### config.mk
export PLATFORM = sky130hd
export DESIGN_NAME = mvd_move_decode
export DESIGN_NICKNAME = d
export VERILOG_FILES = /design/src/design/mvd_parity.v /design/src/design/mvd_move_decode.v
export VERILOG_INCLUDE_DIRS = /design/src /design/src/inc
export SDC_FILE = /design/constraint.sdc
export NUM_CORES = 1
export LEC_CHECK = 0
export BUFFER_PORTS_ARGS = -buffer_cell sky130_fd_sc_hd__buf_2
export CORE_AREA = 2 2 122 77
export CTS_BUF_LIST = sky130_fd_sc_hd__clkbuf_2 sky130_fd_sc_hd__clkbuf_4 sky130_fd_sc_hd__clkbuf_8
export CTS_CLUSTER_DIAMETER = 150
export CTS_CLUSTER_SIZE = 20
export DETAILED_ROUTE_END_ITERATION = 10
export DIE_AREA = 0 0 124 79
export GPL_TIMING_DRIVEN = 0
export PLACE_DENSITY = 0.6
export SLEW_MARGIN = 40
export SYNTH_ARGS = -nofsm -noshare
export SYNTH_HDL_FRONTEND = slang
export SYNTH_SLANG_ARGS = --single-unit
### constraint.sdc
create_clock -name ref_clk_i -period 2.5 [get_ports ref_clk_i]
set_input_delay 0.25 -clock ref_clk_i [delete_from_list [all_inputs] [get_ports ref_clk_i]]
set_output_delay 0.25 -clock ref_clk_i [all_outputs]
set_load 0.03 [all_outputs]
### src/inc/mvd_defines.vh
// opcodes, psw bit positions, reset values and cycle counts for the move decoder
// assumes bytes arrive from the fetch unit one per valid strobe
`ifndef MVD_DEFINES_VH
`define MVD_DEFINES_VH
`define MVD_OP_MOV_A_IMM    8'h74
`define MVD_OP_MOV_A_IND    7'h73
`define MVD_OP_MOV_C_BIT    8'ha2
`define MVD_OP_MOV_DP_IMM   8'h90
`define MVD_PSW_CY          7
`define MVD_PSW_RS1         4
`define MVD_PSW_RS0         3
`define MVD_PSW_P           0
`define MVD_RST_ACC         8'h00
`define MVD_RST_PSW         8'h00
`define MVD_RST_DP          16'h0000
`define MVD_CYC_ONE         2'h1
`define MVD_CYC_TWO         2'h2
`endif

### src/design/mvd_parity.v
// even-parity generator for the psw parity flag
// purely combinational
`timescale 1ns/1ps
module mvd_parity #(
  parameter WIDTH = 8
) (
  input  wire [WIDTH-1:0] data_i,
  output wire             parity_o
);
  // set when the count of ones is odd
  assign parity_o = ^data_i;
endmodule

### src/design/mvd_move_decode.v
// decode and execute of accumulator, carry and data pointer moves
// assumes fetch presents one byte per byte_valid_i pulse; memory read is combinational on mem_addr_o
`timescale 1ns/1ps
`include "mvd_defines.vh"
module mvd_move_decode #(
  parameter DATA_W = 8
) (
  input  wire              ref_clk_i,
  input  wire              rst_b_i,
  input  wire              byte_valid_i,
  input  wire [DATA_W-1:0] byte_i,
  input  wire [DATA_W-1:0] work_reg0_i,
  input  wire [DATA_W-1:0] work_reg1_i,
  input  wire [DATA_W-1:0] mem_data_i,
  input  wire              bit_value_i,
  output reg  [DATA_W-1:0] mem_addr_o,
  output reg               mem_rd_o,
  output reg  [DATA_W-1:0] bit_addr_o,
  output reg               bit_rd_o,
  output reg  [DATA_W-1:0] accumulator_o,
  output reg  [DATA_W-1:0] program_status_word_o,
  output reg  [2*DATA_W-1:0] data_pointer_o,
  output reg               busy_o,
  output reg               done_o,
  output reg  [1:0]        cycles_o
);
  localparam ST_OPC    = 3'h0;
  localparam ST_IMM    = 3'h1;
  localparam ST_IND    = 3'h2;
  localparam ST_BITA   = 3'h3;
  localparam ST_BITV   = 3'h4;
  localparam ST_DPH    = 3'h5;
  localparam ST_DPL    = 3'h6;

  // opcode classes seen by the idle state
  localparam CL_NONE   = 3'h0;
  localparam CL_IMM    = 3'h1;
  localparam CL_IND    = 3'h2;
  localparam CL_BIT    = 3'h3;
  localparam CL_DP     = 3'h4;

  reg  [2:0]        state;
  reg  [2:0]        next_state;
  reg  [DATA_W-1:0] next_acc;
  reg               load_acc;
  wire              par_new;
  wire [2:0]        op_class;
  wire              take_opc;
  wire              take_bit_addr;
  wire              take_dp_high;
  wire              take_dp_low;
  wire              finish_one;
  wire              finish_two;
  wire [DATA_W-1:0] ptr_value;

  ////////////////////////////////////////////////////////////////////////
  // unknown opcodes fall into CL_NONE and are dropped while idle
  function [2:0] f_op_class;
    input [DATA_W-1:0] opc;
    begin
      if (opc == `MVD_OP_MOV_A_IMM)
        f_op_class = CL_IMM;
      else if (opc[7:1] == `MVD_OP_MOV_A_IND)
        f_op_class = CL_IND;
      else if (opc == `MVD_OP_MOV_C_BIT)
        f_op_class = CL_BIT;
      else if (opc == `MVD_OP_MOV_DP_IMM)
        f_op_class = CL_DP;
      else
        f_op_class = CL_NONE;
    end
  endfunction

  // bank choice happens upstream, so only the low opcode bit picks the pointer
  function [DATA_W-1:0] f_pick_ptr;
    input              sel;
    input [DATA_W-1:0] reg0;
    input [DATA_W-1:0] reg1;
    begin
      f_pick_ptr = sel ? reg1 : reg0;
    end
  endfunction

  ////////////////////////////////////////////////////////////////////////
  assign op_class      = f_op_class(byte_i);
  assign take_opc      = (state == ST_OPC) && byte_valid_i;
  assign take_bit_addr = (state == ST_BITA) && byte_valid_i;
  assign take_dp_high  = (state == ST_DPH) && byte_valid_i;
  assign take_dp_low   = (state == ST_DPL) && byte_valid_i;
  assign finish_one    = ((state == ST_IMM) && byte_valid_i) || (state == ST_IND) || (state == ST_BITV);
  assign finish_two    = take_dp_low;
  assign ptr_value     = f_pick_ptr(byte_i[0], work_reg0_i, work_reg1_i);

  mvd_parity #(
    .WIDTH (DATA_W)
  ) u_par (
    .data_i   (next_acc),
    .parity_o (par_new)
  );

  ////////////////////////////////////////////////////////////////////////
  // next state and accumulator source
  always @* begin
    next_state = state;
    next_acc   = accumulator_o;
    load_acc   = 1'b0;
    case (state)
      ST_OPC: begin
        if (byte_valid_i) begin
          case (op_class)
            CL_IMM:  next_state = ST_IMM;
            CL_IND:  next_state = ST_IND;
            CL_BIT:  next_state = ST_BITA;
            CL_DP:   next_state = ST_DPH;
            default: next_state = ST_OPC;
          endcase
        end
      end
      ST_IMM: begin
        if (byte_valid_i) begin
          next_acc   = byte_i;
          load_acc   = 1'b1;
          next_state = ST_OPC;
        end
      end
      // read data must settle in the same cycle mem_addr_o holds the address; no wait states
      ST_IND: begin
        next_acc   = mem_data_i;
        load_acc   = 1'b1;
        next_state = ST_OPC;
      end
      ST_BITA: begin
        if (byte_valid_i)
          next_state = ST_BITV;
      end
      ST_BITV: begin
        next_state = ST_OPC;
      end
      ST_DPH: begin
        if (byte_valid_i)
          next_state = ST_DPL;
      end
      ST_DPL: begin
        if (byte_valid_i)
          next_state = ST_OPC;
      end
      default: begin
        next_state = ST_OPC;
      end
    endcase
  end

  ////////////////////////////////////////////////////////////////////////
  always @(posedge ref_clk_i) begin
    if (!rst_b_i)
      state <= ST_OPC;
    else
      state <= next_state;
  end

  // busy follows the state, so it falls in the same cycle done rises
  always @(posedge ref_clk_i) begin
    if (!rst_b_i)
      busy_o <= 1'b0;
    else
      busy_o <= (next_state != ST_OPC);
  end

  ////////////////////////////////////////////////////////////////////////
  always @(posedge ref_clk_i) begin
    if (!rst_b_i)
      accumulator_o <= `MVD_RST_ACC;
    else if (load_acc)
      accumulator_o <= next_acc;
  end

  // only carry and parity are written; the other status bits keep their value
  always @(posedge ref_clk_i) begin
    if (!rst_b_i) begin
      program_status_word_o <= `MVD_RST_PSW;
    end else begin
      if (load_acc)
        program_status_word_o[`MVD_PSW_P] <= par_new;
      if (state == ST_BITV)
        program_status_word_o[`MVD_PSW_CY] <= bit_value_i;
    end
  end

  // high byte lands first, so the pointer is half updated for at least one cycle, until the low byte arrives
  always @(posedge ref_clk_i) begin
    if (!rst_b_i) begin
      data_pointer_o <= `MVD_RST_DP;
    end else begin
      if (take_dp_high)
        data_pointer_o[2*DATA_W-1:DATA_W] <= byte_i;
      if (take_dp_low)
        data_pointer_o[DATA_W-1:0] <= byte_i;
    end
  end

  ////////////////////////////////////////////////////////////////////////
  // pointer register itself is never written, only its value used
  always @(posedge ref_clk_i) begin
    if (!rst_b_i) begin
      mem_addr_o <= {DATA_W{1'b0}};
      mem_rd_o   <= 1'b0;
    end else begin
      mem_rd_o <= 1'b0;
      if (take_opc && (op_class == CL_IND)) begin
        mem_addr_o <= ptr_value;
        mem_rd_o   <= 1'b1;
      end
    end
  end

  always @(posedge ref_clk_i) begin
    if (!rst_b_i) begin
      bit_addr_o <= {DATA_W{1'b0}};
      bit_rd_o   <= 1'b0;
    end else begin
      bit_rd_o <= 1'b0;
      if (take_bit_addr) begin
        bit_addr_o <= byte_i;
        bit_rd_o   <= 1'b1;
      end
    end
  end

  ////////////////////////////////////////////////////////////////////////
  // cycles_o reports machine cycles of the last instruction, not clock edges
  always @(posedge ref_clk_i) begin
    if (!rst_b_i) begin
      done_o   <= 1'b0;
      cycles_o <= 2'h0;
    end else begin
      done_o <= finish_one || finish_two;
      if (finish_one)
        cycles_o <= `MVD_CYC_ONE;
      else if (finish_two)
        cycles_o <= `MVD_CYC_TWO;
    end
  end
endmodule

==> results.sh, run 1 <==
export IMPL_htree_levels=2
export IMPL_cts_resized=0
export IMPL_startpoint_type="flop"
export IMPL_period_share=0.866
export IMPL_grt_pass1_wl_mm=11.3
export IMPL_hold_class="in -> reg"
export IMPL_fp_dieH_um=79
export IMPL_pwr_share_clk=0.421
export IMPL_synth_cell_types=54
export IMPL_netlist_top_cells_area="dfxtp_1 (40%), nand2_1 (9.9%), a21boi_1 (7.4%), a21oi_1 (3.1%), mux2i_1 (3.1%)"
export IMPL_finalHoldViolCount=0
export IMPL_grt_antenna_before_repair=0
export IMPL_post_route_util=0.371
export IMPL_placed_area_sq_um=3120
export IMPL_grt_pass1_vias=2251
export IMPL_start_util=0.290
export IMPL_switching_share=0.219
export IMPL_path_clk_slew_ns=0.09
export IMPL_routedWlPerCell_um=13.7
export IMPL_grt_max_degree=16
export IMPL_die_x_um=124
export IMPL_cts_root_buffer="clkbuf_8"
export IMPL_first_iter_violations=147
export IMPL_synth_async_sr_flop_share=0
export IMPL_grt_remaining_overflow=0
export IMPL_ys_ff_latch=51
export IMPL_io_pins=90
export IMPL_area_growth_pct=27.9
export IMPL_ys_flop_type="dfxtp_1"
export IMPL_n_antenna_cell=0
export IMPL_vias=2426
export IMPL_vdd_drop_max_mv=0.184
export IMPL_syn_inst=313
export IMPL_io_buffers=82
export IMPL_required_ns=2.74
export IMPL_design_area_sq_um=3260
export IMPL_place_congestion=0.898
export IMPL_p_seq_frac=0.496
export IMPL_ys_seq_area_frac=0.401
export IMPL_maxSlewHeadroom=0.633
export IMPL_criticalPathCategory="reg -> reg"
export IMPL_fin_nets=443
export IMPL_setup_viol=0
export IMPL_post_cts_buffers=0
export IMPL_netlist_area_sq_um=2550
export IMPL_layout_common_cells="buf_2 (88), nand2_1 (67), dfxtp_1 (51)"
export IMPL_p_int_mw=1.28
export IMPL_viasPerCell=4.63
export IMPL_pwr_share_comb=0.083
export IMPL_grt_total_usage=0.152
export IMPL_drc=0
export IMPL_fin_skew_ns=0.00860
export IMPL_syn_avg_cell_area_sq_um=8.14
export IMPL_path_max_fanout=9
export IMPL_yosysTopAreaCell="dfxtp_1"
export IMPL_hpwl_mm=5.56
export IMPL_cts_tree="built"
export IMPL_synth_edf_count=0
export IMPL_rsz0062_at_grt="false"
export IMPL_yosys_warnings=0
export IMPL_final_setup_tns_ns=0
export IMPL_drtAntennaViolNets=0
export IMPL_final_common_cell="buf_2"
export IMPL_dr_pass1_iters=4
export IMPL_cts_buffer_depth=2
export IMPL_critPathArrivalTime_ns=2.40
export IMPL_cp_end_kind="flop"
export IMPL_status="finished clean"
export IMPL_worst_slew_pin_slew_ns=0.549
export IMPL_row_count=27
export IMPL_p_switching_uw=360
export IMPL_die_area_sq_um=9800
export IMPL_routed_wl_mm=7.20
export IMPL_fmax_mhz=462
export IMPL_core_sq_um=8780
export IMPL_power_leakage_nw=1.47
export IMPL_final_min_clock_period_ns=2.16
export IMPL_slew_viol_final=0
export IMPL_cap_violations=0
export IMPL_yosys_area_top_type_share=0.401
export IMPL_cts_buffers=5
export IMPL_clock_latency_ns=0.31
export IMPL_drive_gt1_frac=0.275
export IMPL_hold_buffers=0
export IMPL_cts_sink_count=51
export IMPL_p_per_area_nw_per_um2=504
export IMPL_holdWs_ns=0.170
[state kept, by name, summed over array words and instances, names as in the netlist]
| signal | flops |
|---|---|
| program_status_word_o | 2 |
| data_pointer_o | 16 |
| busy_o | 1 |
| bit_rd_o | 1 |
| mem_rd_o | 1 |
| state | 3 |
| mem_addr_o | 8 |
| accumulator_o | 8 |
| done_o | 1 |
| bit_addr_o | 8 |
| cycles_o | 2 |
[worst max-delay path, stage by stage, from the launching register on]
cell,delay [ns]
dfxtp_1,0.46
nand3b_1,0.39
o32ai_2,0.19
o211a_1,0.24
a211oi_1,0.27
xnor2_1,0.16
xnor3_1,0.22
a21oi_1,0.16
[Yosys cell counts (2+ instances only)]
cell	n
a21boi_1	25
or3_1	2
nand2b_1	11
inv_1	7
buf_4	6
o21ai_1	9
and4bb_2	2
o211ai_1	3
nor2b_1	9
nand2_1	67
buf_2	6
mux2i_1	8
xnor2_1	2
nand3_1	3
clkbuf_1	10
a211oi_1	2
nor2_1	14
and2_1	12
nor3_1	3
o32ai_1	5
a21oi_1	16
buf_6	2
dfxtp_1	51
or2_1	2
inv_2	2
o21ai_0	6
[power by group through the flow]
stage                     sequential, mW  clock (mW)  combinational, mW
final                              0.815       0.692              0.136
after global routing               0.816       0.747              0.149
after CTS                          0.815       0.713              0.137
after detailed placement           0.834           0              0.136
after global placement             0.834           0              0.135
after floorplan                    0.838           0             0.0723
[metrics by stage]
stage,instances,worst slack (ns),power (mW)
3_5_place_dp,516,0.292,0.971
6_report,524,0.336,1.64
2_1_floorplan,318,0.605,0.911
3_3_place_gp,516,0.312,0.969
4_1_cts,524,0.345,1.67
5_1_grt,524,0.176,1.71
[final cells by class]
cell class	instances	area, sq um
Fill cell	936	5530
Multi-Input combinational cell	231	1350
Sequential cell	51	1020
Timing Repair Buffer	82	410
Buffer	26	154
Tap cell	116	145
Clock buffer	6	76.3
Clock inverter	2	60.1
Inverter	10	37.5
[logic make-up after synthesis]
group                  after synthesis  synth area share
AO/OA/AOI/OAI                       75             0.200
XOR/XNOR                             3            0.0157
buffers and inverters               36            0.0751
flip-flops                          51             0.401
multiplexers                         8            0.0314
other                                1           0.00147
AND/OR/NAND/NOR                    139             0.276
[per-layer routing]
layer	GRT usage	up-vias	part of all wire
met5	0	-	0
met4	0.0303	0	0.0071
met3	0.0568	5	0.081
met2	0.219	74	0.40
met1	0.215	1113	0.51
li1	-	1234	-
[worst paths after layout]
kind | to | from | cells after the start | slack [ns]
setup / recovery | program_status_word_o[0] | state[1] | 7 | 0.34
hold / removal | program_status_word_o[7] | bit_value_i | 3 | 0.17
setup reg to reg | program_status_word_o[0] | state[1] | 7 | 0.34
hold reg to reg | data_pointer_o[4] | data_pointer_o[4] | 2 | 0.46
Power figures use the tool's default switching activity.
==> run 2: changes to the inputs <==
--- a/config.mk
+++ b/config.mk
@@ -14,7 +14,9 @@
 export DETAILED_ROUTE_END_ITERATION = 10
 export DIE_AREA = 0 0 124 79
 export GPL_TIMING_DRIVEN = 0
+export HOLD_SLACK_MARGIN = 0.12
 export PLACE_DENSITY = 0.6
+export SETUP_SLACK_MARGIN = 0.5
 export SLEW_MARGIN = 40
 export SYNTH_ARGS = -nofsm -noshare
 export SYNTH_HDL_FRONTEND = slang
==> run 2 against run 1 <==
Compared with the run above: sequential cell count unchanged; core utilization grew 2.1 points; combinational power up 7%; non-clock buffer count rose by 9; sequential share of layout area fell by 1.7 points; clock skew fell by 0.00055 ns; worst setup slack gained 0.14 ns.
==> results.sh, run 2 (synthesized netlist as in run 1, its figures left out) <==
export IMPL_die_area_sq_um=9800
export IMPL_startpoint_type="flop"
export IMPL_crit_start="state[0]"
export IMPL_io_buffers=82
export IMPL_final_min_clock_period_ns=2.03
export IMPL_final_setup_tns_ns=0
export IMPL_start_util=0.290
export IMPL_rsz0062_at_grt="true"
export IMPL_fin_nets=452
export IMPL_cts_tree="built"
export IMPL_hold_buffers=0
export IMPL_required_ns=2.74
export IMPL_vdd_drop_max_mv=0.185
export IMPL_routed_wl_mm=7.57
export IMPL_critPathArrivalTime_ns=2.27
export IMPL_layout_common_cells="buf_2 (84), nand2_1 (66), dfxtp_1 (50)"
export IMPL_grt_pass1_wl_mm=11.4
export IMPL_cp_cell_sequence="buf_4 -> nand3b_1 -> buf_4 -> o32ai_4 -> a211oi_1 -> a211oi_1 -> xnor2_1 -> xnor3_1 -> a21oi_1"
export IMPL_p_per_area_nw_per_um2=481
export IMPL_grt_total_usage=0.152
export IMPL_first_iter_violations=148
export IMPL_cts_sink_count=51
export IMPL_n_fill_cell=917
export IMPL_fp_dieH_um=79
export IMPL_worstHoldStart="bit_value_i"
export IMPL_setup_viol=0
export IMPL_finalHoldViolCount=0
export IMPL_cp_end_kind="flop"
export IMPL_fin_skew_ns=0.00805
export IMPL_criticalPathCategory="reg -> reg"
export IMPL_cts_buffers=5
export IMPL_viasPerCell=4.67
export IMPL_n_antenna_cell=0
export IMPL_drive_gt1_frac=0.319
export IMPL_cp_buffers_inverters=2
export IMPL_drtAntennaViolNets=0
export IMPL_top_register="data_pointer_o"
export IMPL_cts_root_buffer="clkbuf_8"
export IMPL_clock_latency_ns=0.32
export IMPL_hpwl_mm=5.56
export IMPL_crit_path_max_incr_delay_ns=0.32
export IMPL_grt_max_degree=16
export IMPL_core_sq_um=8780
export IMPL_path_max_fanout=7
export IMPL_cap_violations=0
export IMPL_grt_pass1_vias=2262
export IMPL_period_share=0.812
export IMPL_htree_levels=2
export IMPL_cts_buffer_depth=2
export IMPL_routedWlPerCell_um=14.2
export IMPL_critPathSlowestCell="dfxtp_1"
export IMPL_power_leakage_nw=1.55
export IMPL_path_clk_slew_ns=0.09
export IMPL_row_count=27
export IMPL_seqCellArea_sq_um=1020
export IMPL_r2r_start="state[0]"
export IMPL_place_congestion=0.898
export IMPL_status="finished clean"
export IMPL_multi_input_area_sq_um=1430
export IMPL_crit_family="compound AO/OA/AOI/OAI gates"
export IMPL_post_route_util=0.392
export IMPL_fmax_mhz=493
export IMPL_drc=0
export IMPL_slew_viol_final=0
export IMPL_die_x_um=124
export IMPL_largest_reg_flops=16
export IMPL_hold_class="in -> reg"
export IMPL_final_common_cell="buf_2"
export IMPL_vias=2490
export IMPL_dr_pass1_iters=4
export IMPL_worst_slew_pin_slew_ns=0.554
export IMPL_grt_remaining_overflow=0
export IMPL_maxSlewHeadroom=0.629
export IMPL_io_pins=90
export IMPL_area_growth_pct=35.2
export IMPL_grt_antenna_before_repair=0
## run 2: cell count changes in the layout (fill, tap and decap cells not counted), moves of 2 or more
| cell | previous run | this run |
|---|---|---|
| o32ai_4 | 0 | 2 |
| clkbuf_4 | 1 | 3 |
| o32ai_1 | 5 | 2 |
| buf_2 | 88 | 84 |
| o21ai_2 | 0 | 2 |
| o21ai_1 | 9 | 7 |
| buf_4 | 6 | 15 |
## run 2: report_power, final
part	leakage, nW	internal, mW	total, mW	switching [mW]
Clock	0.0688	0.411	0.695	0.284
Combinational	1.07	0.0628	0.146	0.0835
Sequential	0.411	0.814	0.815	0.00143
## run 2: final cells by class
class                           instances  share of cell area
Tap cell                              116              0.0421
Buffer                                 26              0.0479
Sequential cell                        51               0.297
Timing Repair Buffer                   91               0.147
Multi-Input combinational cell        231               0.415
Inverter                               10              0.0109
Clock buffer                            6              0.0222
Clock inverter                          2              0.0174
## run 2: metal layers
layer / share of wire / up-vias / GRT usage
li1: - / 1259 / -
met1: 0.50 / 1154 / 0.216
met2: 0.41 / 72 / 0.220
met3: 0.083 / 5 / 0.0568
met4: 0.0069 / 0 / 0.0303
met5: 0 / - / 0
## run 2: repair_timing
action | 4_1_cts | 5_1_grt
endpoints found under the setup margin | 9 | 17
endpoints found under the hold margin | 0 | 0
setup buffers | 4 | 4
gates resized for setup | 4 | 17
cloned | 0 | 1
pin swaps | 0 | 3
## run 2: worst paths after layout
path,end,slack (ns),cells after the start
worst max-delay path,program_status_word_o[0],0.47,9
worst max register to register,program_status_word_o[0],0.47,9
worst min-delay path,program_status_word_o[7],0.17,3
worst min register to register,data_pointer_o[4],0.46,2
## run 2: metrics by stage
step           cell area, sq um  hold WS (ns)  setup WS, ns  instances  power, mW
6_report                   3440         0.167         0.471        533       1.66
5_1_grt                    3440         0.182         0.359        533       1.72
4_1_cts                    3300         0.156         0.456        528       1.67
3_5_place_dp               3120         0.446         0.292        516      0.971
3_3_place_gp               3120         0.438         0.312        516      0.969
2_1_floorplan              2570         0.385         0.605        318      0.911
## run 2: worst register-to-register path, cell delays in order (launching register included)
cell      delay (ns)
dfxtp_1         0.32
buf_4           0.13
nand3b_1        0.23
buf_4           0.24
o32ai_4         0.13
a211oi_1        0.08
a211oi_1        0.26
xnor2_1         0.17
xnor3_1         0.22
a21oi_1         0.17
==> run 3: changes to the inputs <==
--- a/config.mk
+++ b/config.mk
@@ -15,7 +15,7 @@
 export DIE_AREA = 0 0 124 79
 export GPL_TIMING_DRIVEN = 0
 export HOLD_SLACK_MARGIN = 0.12
-export PLACE_DENSITY = 0.6
+export PLACE_DENSITY = 0.62
 export SETUP_SLACK_MARGIN = 0.5
 export SLEW_MARGIN = 40
 export SYNTH_ARGS = -nofsm -noshare
==> constraint.sdc (replaced) <==
create_clock -name ref_clk_i -period 1.85 [get_ports ref_clk_i]
set_input_delay 0.185 -clock ref_clk_i [delete_from_list [all_inputs] [get_ports ref_clk_i]]
set_output_delay 0.185 -clock ref_clk_i [all_outputs]
set_load 0.03 [all_outputs]
==> run 3 against run 2 <==
Compared with the run above: the flow now finishes with violations (negative setup slack); combinational power grew 43%; largest power group unchanged; sequential power increased by 35%; clock skew about the same; global-route usage increased by 0.63 points; register-to-register slack got worse by 0.56 ns; sequential share of layout area fell by 1.2 points.
==> results.sh, run 3 (synthesized netlist as in run 1, its figures left out) <==
export IMPL_status="finished with violations"
export IMPL_failed_checks="negative setup slack"
export IMPL_drc=0
export IMPL_final_min_clock_period_ns=1.94
export IMPL_row_count=27
export IMPL_start_util=0.290
export IMPL_fin_skew_ns=0.00820
export IMPL_first_iter_violations=107
export IMPL_dr_pass1_iters=4
export IMPL_path_max_fanout=8
export IMPL_slew_viol_final=0
export IMPL_p_int_mw=1.47
export IMPL_clock_latency_ns=0.32
export IMPL_io_pins=90
export IMPL_grt_pass1_vias=2353
export IMPL_cpMostUsedCell="buf_6"
export IMPL_reg2reg_depth=10
export IMPL_fp_dieH_um=79
export IMPL_final_setup_worst_slack_ns=-0.0882
export IMPL_routedWlPerCell_um=14.6
export IMPL_grt_remaining_overflow=0
export IMPL_final_setup_tns_ns=-0.483
export IMPL_grt_max_degree=16
export IMPL_worstHoldStart="rst_b_i"
export IMPL_holdPathEnd="state[1]"
export IMPL_drive_gt1_frac=0.373
export IMPL_rsz0062_at_grt="true"
export IMPL_grt_total_usage=0.159
export IMPL_cts_buffer_depth=2
export IMPL_startpoint_type="flop"
export IMPL_cap_violations=0
export IMPL_final_common_cell="buf_2"
export IMPL_path_clk_slew_ns=0.09
export IMPL_cts_root_buffer="clkbuf_8"
export IMPL_die_area_sq_um=9800
export IMPL_grt_pass1_wl_mm=11.7
export IMPL_vdd_drop_max_mv=0.402
export IMPL_cts_sink_count=51
export IMPL_power_leakage_nw=1.60
export IMPL_p_switching_uw=509
export IMPL_hold_class="in -> reg"
export IMPL_rrSetupSlack_ns=-0.09
export IMPL_viasPerCell=4.66
export IMPL_drtAntennaViolNets=0
export IMPL_io_buffers=82
export IMPL_finalHoldViolCount=0
export IMPL_required_ns=2.10
export IMPL_fin_cells=540
export IMPL_vias=2514
export IMPL_cts_tree="built"
export IMPL_hpwl_mm=5.67
export IMPL_crit_path_max_incr_delay_ns=0.39
export IMPL_place_congestion=0.920
export IMPL_dp_cells=516
export IMPL_period_share=1.05
export IMPL_switching_share=0.258
export IMPL_r2r_start="state[0]"
export IMPL_core_sq_um=8780
export IMPL_top_register="data_pointer_o"
export IMPL_fin_nets=459
export IMPL_worstHoldPathCells=2
export IMPL_htree_levels=2
export IMPL_grt_antenna_before_repair=0
export IMPL_routed_wl_mm=7.88
export IMPL_cp_cell_sequence="buf_6 -> nand2b_4 -> buf_6 -> buf_4 -> o32ai_4 -> nor2_1 -> nand2_1 -> nand3_1 -> xnor3_1 -> a21oi_2"
export IMPL_cts_buffers=5
export IMPL_cp_end_kind="flop"
export IMPL_dpl_worst_slack_ns=-0.289
export IMPL_die_x_um=124
export IMPL_pwr_share_clk=0.338
export IMPL_area_growth_pct=41.8
export IMPL_r2r_end="program_status_word_o[0]"
export IMPL_setup_viol=9
export IMPL_n_antenna_cell=0
export IMPL_pwr_share_comb=0.106
export IMPL_layout_common_cells="buf_2 (85), nand2_1 (66), dfxtp_1 (49)"
export IMPL_criticalPathCategory="reg -> reg"
export IMPL_critPathArrivalTime_ns=2.19
export IMPL_p_seq_frac=0.556
export IMPL_critPathSlowestCell="xnor3_1"
export IMPL_largest_reg_flops=16
export IMPL_p_per_area_nw_per_um2=547
export IMPL_fmax_mhz=516
==> run 3: layout make-up <==
type / instances / area, sq um
Buffer: 26 / 219
Clock buffer: 6 / 76.3
Clock inverter: 2 / 12.5
Fill cell: 909 / 5170
Inverter: 10 / 37.5
Multi-Input combinational cell: 231 / 1540
Sequential cell: 51 / 1030
Tap cell: 116 / 145
Timing Repair Buffer: 98 / 549
==> run 3: power by group through the flow <==
stage / sequential, mW / clock, mW / combinational (mW)
6_report: 1.10 / 0.667 / 0.209
5_1_grt: 1.10 / 0.737 / 0.226
4_1_cts: 1.10 / 0.696 / 0.202
3_5_place_dp: 1.13 / 0 / 0.187
3_3_place_gp: 1.13 / 0 / 0.183
2_1_floorplan: 1.13 / 0 / 0.0986
==> run 3: metrics by stage <==
stage / total power, mW / cell area [sq um] / utilization / hold slack [ns]
2_1_floorplan: 1.23 / 2580 / - / 0.320
3_3_place_gp: 1.31 / 3130 / 0.357 / 0.437
3_5_place_dp: 1.31 / 3130 / 0.357 / 0.444
4_1_cts: 2.00 / 3490 / 0.397 / 0.146
5_1_grt: 2.06 / 3610 / 0.411 / 0.160
6_report: 1.98 / 3610 / 0.411 / 0.164
==> run 3: worst max-delay path: cells and delay by family (launching register included) <==
| family | cells | cell delay, ns |
|---|---|---|
| buffers and inverters | 3 | 0.41 |
| xor gates and xnor gates | 1 | 0.39 |
| and+or+nand+nor | 4 | 0.38 |
| AOI/OAI and AO/OA | 2 | 0.37 |
| DFF | 1 | 0.31 |
==> run 3: how the worst max path moves through the flow <==
stage / from / end / slack (ns) / cells after the start
finish: state[0] / program_status_word_o[0] / -0.09 / 10
global route: state[0] / program_status_word_o[0] / -0.18 / 10
CTS: state[0] / program_status_word_o[0] / -0.09 / 9
detailed placement: byte_i[2] / mem_addr_o[6] / -0.29 / 10
global placement: byte_i[0] / mem_addr_o[7] / -0.26 / 10
floorplan: state[0] / mem_addr_o[6] / -0.02 / 9
==> run 3: layer usage <==
layer  track usage  share of wire  vias up
li1              -              -     1270
met1         0.217           0.48     1158
met2         0.241           0.44       72
met3        0.0481          0.069       14
met4        0.0461          0.015        0
met5             0              0        -
==> run 3: what timing repair did <==
action                     4_1_cts  5_1_grt
setup endpoints to repair       47       48
resized for setup               39       17
cloned                           0        0
pin swaps                        8       10
hold endpoints to repair         1        0
buffers inserted                 9        6
hold buffers                     1        0
